## config.mk

```make
export PLATFORM = sky130hd
export DESIGN_NAME = flash_isp_regs
export DESIGN_NICKNAME = d
export VERILOG_FILES = /design/src/flash_isp_pkg.sv /design/src/flash_isp_regs.sv
export SDC_FILE = /design/constraint.sdc
export NUM_CORES = 1
export LEC_CHECK = 0
export BUFFER_PORTS_ARGS = -buffer_cell sky130_fd_sc_hd__buf_2
export CAP_MARGIN = 20
export CORE_ASPECT_RATIO = 1.1
export CORE_MARGIN = 2
export CORE_UTILIZATION = 46
export DETAILED_ROUTE_END_ITERATION = 16
export PLACE_DENSITY = 0.83
export SKIP_CTS_REPAIR_TIMING = 1
export SYNTH_ARGS = -nofsm -noshare
export SYNTH_HDL_FRONTEND = slang
export SYNTH_SLANG_ARGS = --single-unit
```

## constraint.sdc

```tcl
create_clock -name clk_sys -period 2.96 [get_ports clk_sys]
set_input_delay 0.148 -clock clk_sys [delete_from_list [all_inputs] [get_ports clk_sys]]
set_output_delay 0.148 -clock clk_sys [all_outputs]
set_load 0.01 [all_outputs]
```

## src/flash_isp_pkg.sv

```systemverilog
// Constants and types for the flash in-system programming register block.
// Assumes an APB master on clk_sys and a flash array port answering with a done pulse.
// Behaviour
// - Read result lands in read-back byte
// - Read-back byte undefined until first read
// - Write programs write byte at address
// - Pulse width comes from pulse-timing register
// - Pulse timing resets to 10 MHz setting
// - Address, data, timing registers read/write
// - Address bytes clear to zero on reset
package flash_isp_pkg;

    // ****************************************
    // Register map
    // ****************************************
    localparam logic [7:0] ADDR_LOW_OFS = 8'h00;
    localparam logic [7:0] ADDR_HIGH_OFS = 8'h04;
    localparam logic [7:0] READ_BACK_OFS = 8'h08;
    localparam logic [7:0] WRITE_DATA_OFS = 8'h0c;
    localparam logic [7:0] PULSE_TIMING_OFS = 8'h10;
    localparam logic [7:0] COMMAND_OFS = 8'h14;
    localparam logic [7:0] STATUS_OFS = 8'h18;

    // ****************************************
    // Reset values and fields
    // ****************************************
    localparam logic [7:0] ADDR_RESET = 8'h00;
    localparam logic [7:0] PULSE_TIMING_10MHZ = 8'h7a;
    localparam logic [15:0] MASS_ERASE_ADDR = 16'h0000;
    localparam logic [15:0] OPTION_SECURED_ADDR = 16'hffff;
    localparam int CMD_W = 2;
    localparam int BUSY_BIT = 0;
    localparam int ERR_BIT = 1;
    // Pulse cycles per timing step
    localparam logic [7:0] CYCLES_PER_STEP = 8'h0a;

    typedef enum logic [1:0] {
        CMD_READ = 2'h0,
        CMD_WRITE = 2'h1,
        CMD_PAGE_ERASE = 2'h2,
        CMD_MASS_ERASE = 2'h3
    } flash_cmd_e;

    typedef struct packed {
        logic req;
        flash_cmd_e cmd;
        logic [15:0] addr;
        logic [7:0] wdata;
        logic pulse;
    } flash_req_s;

endpackage

```

## src/flash_isp_regs.sv

```systemverilog
// APB register interface sequencing flash reads, writes and erases.
// Assumes the flash array returns a one-cycle done pulse with read data.
//
// The implementer's own choices: the APB slave port and the address map.
module flash_isp_regs
    import flash_isp_pkg::*;
(
    input wire logic clk_sys,
    input wire logic rst,
    input wire logic psel,
    input wire logic penable,
    input wire logic pwrite,
    input wire logic [7:0] paddr,
    input wire logic [31:0] pwdata,
    output logic [31:0] prdata,
    output logic pready,
    output logic pslverr,
    output flash_req_s flash_req,
    input wire logic flash_done,
    input wire logic [7:0] flash_rdata
);

    // ****************************************
    // State
    // ****************************************
    typedef enum {IDLE, ACCESS, PULSE} seq_e;

    seq_e state_q;
    logic [7:0] addr_lo_q;
    logic [7:0] addr_hi_q;
    logic [7:0] read_back_q;
    logic [7:0] write_data_q;
    logic [7:0] timing_q;
    logic [7:0] timing_cap_q;
    logic [7:0] step_q;
    logic [7:0] sub_q;
    logic [31:0] prdata_q;
    logic [31:0] rd_mux;
    flash_cmd_e cmd_q;
    flash_cmd_e cmd_new;
    logic err_q;
    logic wr_en;
    logic setup;
    logic start;
    logic refuse;
    logic busy;
    logic hit;
    logic step_end;
    logic pulse_end;
    logic wr_addr_lo;
    logic wr_addr_hi;
    logic wr_write_data;
    logic wr_timing;

    // ****************************************
    // Bus decode
    // ****************************************
    assign wr_en = psel && penable && pwrite;
    assign setup = psel && !penable;
    assign wr_addr_lo = wr_en && paddr == ADDR_LOW_OFS;
    assign wr_addr_hi = wr_en && paddr == ADDR_HIGH_OFS;
    assign wr_write_data = wr_en && paddr == WRITE_DATA_OFS;
    assign wr_timing = wr_en && paddr == PULSE_TIMING_OFS;
    // Command writes while busy are dropped
    assign start = wr_en && paddr == COMMAND_OFS && state_q == IDLE;
    assign cmd_new = flash_cmd_e'(pwdata[CMD_W-1:0]);
    // A zero timing gives no pulse; flag it instead
    assign refuse = cmd_new != CMD_READ && timing_q == 8'h00;
    assign busy = state_q != IDLE;
    // Zero wait states: every register answers in its access cycle
    assign pready = 1'b1;
    assign pslverr = psel && penable && !hit;

    // ****************************************
    // Read data
    // ****************************************
    always_comb begin
        hit = 1'b1;
        rd_mux = 32'h0000_0000;
        unique case (paddr)
            ADDR_LOW_OFS: rd_mux[7:0] = addr_lo_q;
            ADDR_HIGH_OFS: rd_mux[7:0] = addr_hi_q;
            READ_BACK_OFS: rd_mux[7:0] = read_back_q;
            WRITE_DATA_OFS: rd_mux[7:0] = write_data_q;
            PULSE_TIMING_OFS: rd_mux[7:0] = timing_q;
            COMMAND_OFS: rd_mux[CMD_W-1:0] = cmd_q;
            STATUS_OFS: begin
                rd_mux[BUSY_BIT] = busy;
                rd_mux[ERR_BIT] = err_q;
            end
            default: hit = 1'b0;
        endcase
    end

    // Latched in the setup cycle, so the bus sees a flop in the access cycle
    always_ff @(posedge clk_sys) begin
        if (rst) begin
            prdata_q <= 32'h0000_0000;
        end else if (setup) begin
            prdata_q <= rd_mux;
        end
    end
    assign prdata = prdata_q;

    // ****************************************
    // Software registers
    // ****************************************
    always_ff @(posedge clk_sys) begin
        if (rst) begin
            addr_lo_q <= ADDR_RESET;
            addr_hi_q <= ADDR_RESET;
        end else begin
            // Changes during an operation are software's fault, not blocked
            if (wr_addr_lo) begin
                addr_lo_q <= pwdata[7:0];
            end
            if (wr_addr_hi) begin
                addr_hi_q <= pwdata[7:0];
            end
        end
    end

    always_ff @(posedge clk_sys) begin
        if (rst) begin
            timing_q <= PULSE_TIMING_10MHZ;
        end else if (wr_timing) begin
            timing_q <= pwdata[7:0];
        end
    end

    // No reset: content undefined until written
    always_ff @(posedge clk_sys) begin
        if (wr_write_data) begin
            write_data_q <= pwdata[7:0];
        end
    end

    // No reset: content undefined until a read finishes
    always_ff @(posedge clk_sys) begin
        if (state_q == ACCESS && flash_done && cmd_q == CMD_READ) begin
            read_back_q <= flash_rdata;
        end
    end

    // ****************************************
    // Sequencer
    // ****************************************
    // Pulse width = timing * step cycles
    assign step_end = state_q == PULSE && sub_q == CYCLES_PER_STEP - 8'h01;
    assign pulse_end = step_end && step_q + 8'h01 == timing_cap_q;

    always_ff @(posedge clk_sys) begin
        if (rst) begin
            state_q <= IDLE;
        end else begin
            unique case (state_q)
                IDLE: begin
                    if (start && !refuse) begin
                        state_q <= cmd_new == CMD_READ ? ACCESS : PULSE;
                    end
                end
                PULSE: begin
                    if (pulse_end) begin
                        state_q <= ACCESS;
                    end
                end
                ACCESS: begin
                    if (flash_done) begin
                        state_q <= IDLE;
                    end
                end
                default: begin
                    state_q <= IDLE;
                end
            endcase
        end
    end

    always_ff @(posedge clk_sys) begin
        if (rst) begin
            cmd_q <= CMD_READ;
        end else if (start) begin
            cmd_q <= cmd_new;
        end
    end

    // Captured so a late timing write cannot stretch a running pulse
    always_ff @(posedge clk_sys) begin
        if (rst) begin
            timing_cap_q <= PULSE_TIMING_10MHZ;
        end else if (start) begin
            timing_cap_q <= timing_q;
        end
    end

    // Reports the last accepted command only
    always_ff @(posedge clk_sys) begin
        if (rst) begin
            err_q <= 1'b0;
        end else if (start) begin
            err_q <= refuse;
        end
    end

    always_ff @(posedge clk_sys) begin
        if (rst) begin
            sub_q <= 8'h00;
        end else if (start || step_end) begin
            sub_q <= 8'h00;
        end else if (state_q == PULSE) begin
            sub_q <= sub_q + 8'h01;
        end
    end

    always_ff @(posedge clk_sys) begin
        if (rst) begin
            step_q <= 8'h00;
        end else if (start) begin
            step_q <= 8'h00;
        end else if (step_end) begin
            step_q <= step_q + 8'h01;
        end
    end

    // ****************************************
    // Flash request
    // ****************************************
    always_comb begin
        flash_req.req = state_q == ACCESS;
        flash_req.cmd = cmd_q;
        flash_req.addr = {addr_hi_q, addr_lo_q};
        flash_req.wdata = write_data_q;
        flash_req.pulse = state_q == PULSE;
    end

endmodule

```

==> results.json <==
{
  "grt_max_degree": 47,
  "ir_worst_vdd_uv": 365.4,
  "synth_top_area_share_pct": 33.42,
  "synth_seq_cells": 77,
  "start_util_pct": 46.68,
  "synth.area.top_cells": "dfxtp_1, edfxtp_1, buf_4, nand2_1, mux4_2",
  "area_growth_pct": 15.00,
  "grt_pass1_vias": 2725,
  "antenna_found_initial": 0,
  "syn_inst": 380,
  "port_buffers": 66,
  "power.switching_mw": 0.4561,
  "pwr-share-seq_pct": 57.3,
  "holdPathStages": 1,
  "internal_power_mw": 1.422,
  "p_total_mw": 1.878,
  "track_usage_pct": 19.07,
  "combinationalPowerShare_pct": 6.4,
  "post-route-period-util_pct": 72.80,
  "cts_buffers": 9,
  "wl_mm": 7.959,
  "grt_pass1_wl_mm": 12.91,
  "wl_per_cell_microns": 14.21,
  "regArea_sq_um": 1702,
  "rsz0062_at_grt": "false",
  "holdPathEnd": "write_data_q[6]$_DFFE_PP_",
  "relSlewSlack_pct": 52.26,
  "cpPeakStageDelay_ns": 0.53,
  "drc_errors": 0,
  "holdCritStartpoint": "pwdata[6]",
  "clockBufferDepth": 2,
  "core_sq_um": 7828,
  "clock_latency_ns": 0.35,
  "hp-class": "in2reg",
  "cp_max_fo": 10,
  "ant_nets": 0,
  "nets": 504,
  "num-fill-cells": 658,
  "period_needed_ns": 2.155,
  "die_h_microns": 97.47,
  "drive_gt1_share_pct": 22.35,
  "rrSetupSlack_ns": 0.81,
  "syn_avg_cell_area_sq_um": 9.614,
  "finClkSkew_ns": 0.006666,
  "synth.distinct_cells": 47,
  "synth_enable_flop_cells": 16,
  "root_buffer": "clkbuf_8",
  "yosysTopAreaCell": "dfxtp_1",
  "cts_tree": "yes",
  "htree_levels": 3,
  "worstRegToRegCells": 5,
  "finalSetupTns_ns": 0,
  "via_per_inst": 5.211,
  "routed-via-count": 2918,
  "drtIter0Drc": 206,
  "timing.rr.start": "state_q[1]$_SDFFE_PP0P_",
  "die_w_microns": 88.97,
  "max_slew.worst_pin.slew_ns": 0.7134,
  "startpoint_type": "flip-flop",
  "grt-ovfl-total": 0,
  "cp-end-kind": "flip-flop",
  "slew_violations": 0,
  "layout_common_cells": "buf_2, dfxtp_1, nand2_1, nor2_1, conb_1",
  "p_leak_nw": 1.630,
  "max_cap_violations": 0,
  "worstReg2RegEnd": "state_q[1]$_SDFFE_PP0P_",
  "crit_arrival_ns": 2.40,
  "dieArea_sq_um": 8672,
  "dp_hpwl_mm": 5.647,
  "critical_path_class": "reg2reg",
  "cts_sinks": 77,
  "pwr-share-clk_pct": 36.3,
  "startpoint": "state_q[1]$_SDFFE_PP0P_",
  "crit_path_top_delay_cell": "nand4_1",
  "max_freq_mhz": 464.1,
  "io_pins": 116,
  "outcome": "finished clean",
  "finalHoldViolCount": 0,
  "critPathRequiredTime_ns": 3.20,
  "rows": 34,
  "path_cells": "nor2b_1 > nand4_1 > nor2_1 > o2111ai_1 > o2bb2ai_1",
  "synth-seq-area-share_pct": 46.58,
  "clk_pin_slew_ns": 0.08,
  "synthFlopType": "dfxtp_1",
  "drt-pass1-iter-count": 4,
  "n_antenna_cell": 0,
  "yosysWarnings": 0,
  "p_per_area_nw_per_um2": 447.1,
  "routabilityCongestion": 0.8389,
  "p_sw_share_pct": 24.28,
  "finalSetupViolCount": 0,
  "final_common_cell": "buf_2",
  "syn_area_sq_um": 3654,
  "ys_async_sr_fraction_pct": 0,
  "multiInputGateArea_sq_um": 1747
}
==> registers in the layout, indices dropped and copies added (netlist names) <==
register / count
step_q: 8
err_q: 1
addr_lo_q: 8
timing_cap_q: 8
read_back_q: 8
timing_q: 8
state_q: 2
prdata: 8
sub_q: 8
cmd_q: 2
addr_hi_q: 8
write_data_q: 8
==> Yosys cell counts, types with 2 or more instances <==
cell      count
ha_1          3
edfxtp_1     16
buf_4        26
xnor2_1      14
and3_1        2
buf_6         2
nand2b_1      4
nand3b_1      5
mux4_2        8
a221oi_1      6
buf_1         2
nand4_1       5
xor2_1       11
nor2b_1       9
nor2_1       47
conb_1        2
nor3_1       13
dfxtp_1      61
o211ai_1      4
buf_2         4
mux2i_1      14
or4_4         2
o21ai_0       2
a21oi_1      21
clkbuf_1     11
nand3_1       9
inv_1         3
nand2_1      49
nor4_1        2
nor4b_1       2
a211o_1       5
==> through the flow <==
step / util [%] / worst slack (ns) / instance area (sq um) / instances / hold WS, ns
global route: 53.68 / 0.5961 / 4202 / 560 / 0.03267
CTS: 52.65 / 0.8146 / 4121 / 552 / -0.03954
floorplan: - / 0.8645 / 3740 / 403 / 0.2469
global placement: 50.53 / 0.7399 / 3955 / 536 / 0.3253
finish: 53.68 / 0.8052 / 4202 / 560 / 0.03859
detailed placement: 50.53 / 0.6832 / 3955 / 536 / 0.3261
==> routing by layer <==
layer | vias to the layer above | track usage [%] | routed length (microns) | share of wire (%)
li1 | 1402 | - | - | -
met1 | 1379 | 22.87 | 2996 | 38
met2 | 126 | 33.58 | 4359 | 55
met3 | 11 | 2.804 | 477 | 6.0
met4 | 0 | 7.463 | 125 | 1.6
met5 | - | 0 | 0 | 0
==> worst max path at each step <==
stage | endpoint | slack [ns] | cells after the start
after floorplan | write_data_q[0]$_DFFE_PP_ | 0.86 | 3
after global placement | timing_q[3]$_SDFFE_PP1P_ | 0.74 | 7
after detailed placement | timing_q[1]$_SDFFE_PP1P_ | 0.68 | 7
after CTS | state_q[1]$_SDFFE_PP0P_ | 0.81 | 5
after global routing | state_q[1]$_SDFFE_PP0P_ | 0.60 | 5
final | state_q[1]$_SDFFE_PP0P_ | 0.81 | 5
==> power by group through the flow <==
stage          clock [mW]  sequential, mW  combinational [mW]
2_1_floorplan           0            1.10              0.0918
3_3_place_gp            0            1.10               0.109
3_5_place_dp            0            1.10               0.111
4_1_cts             0.692            1.08               0.111
5_1_grt             0.736            1.08               0.133
6_report            0.681            1.08               0.121
==> worst max-delay path, delay by kind of cell (launching register included) <==
kind | cells | cell delay (ns)
simple gates | 3 | 1.29
compound gates | 2 | 0.38
flops | 1 | 0.37
==> layout make-up <==
cell class	count	share of cell area [%]
Clock buffer	10	3.038
Clock inverter	6	0.9232
Inverter	3	0.2680
Multi-Input combinational cell	278	41.57
Sequential cell	77	40.50
Tap cell	108	3.216
Timing Repair Buffer	78	10.48
==> cell families after synthesis <==
logic type | synth area share, %
fa+ha+maj | 1.028
simple gates | 21.78
compound gates | 7.500
mux | 8.767
flops | 46.58
buf+inv | 8.151
other cells | 0.2056
xor+xnor | 5.993
Note: power is estimated with default switching activity, not from simulation.
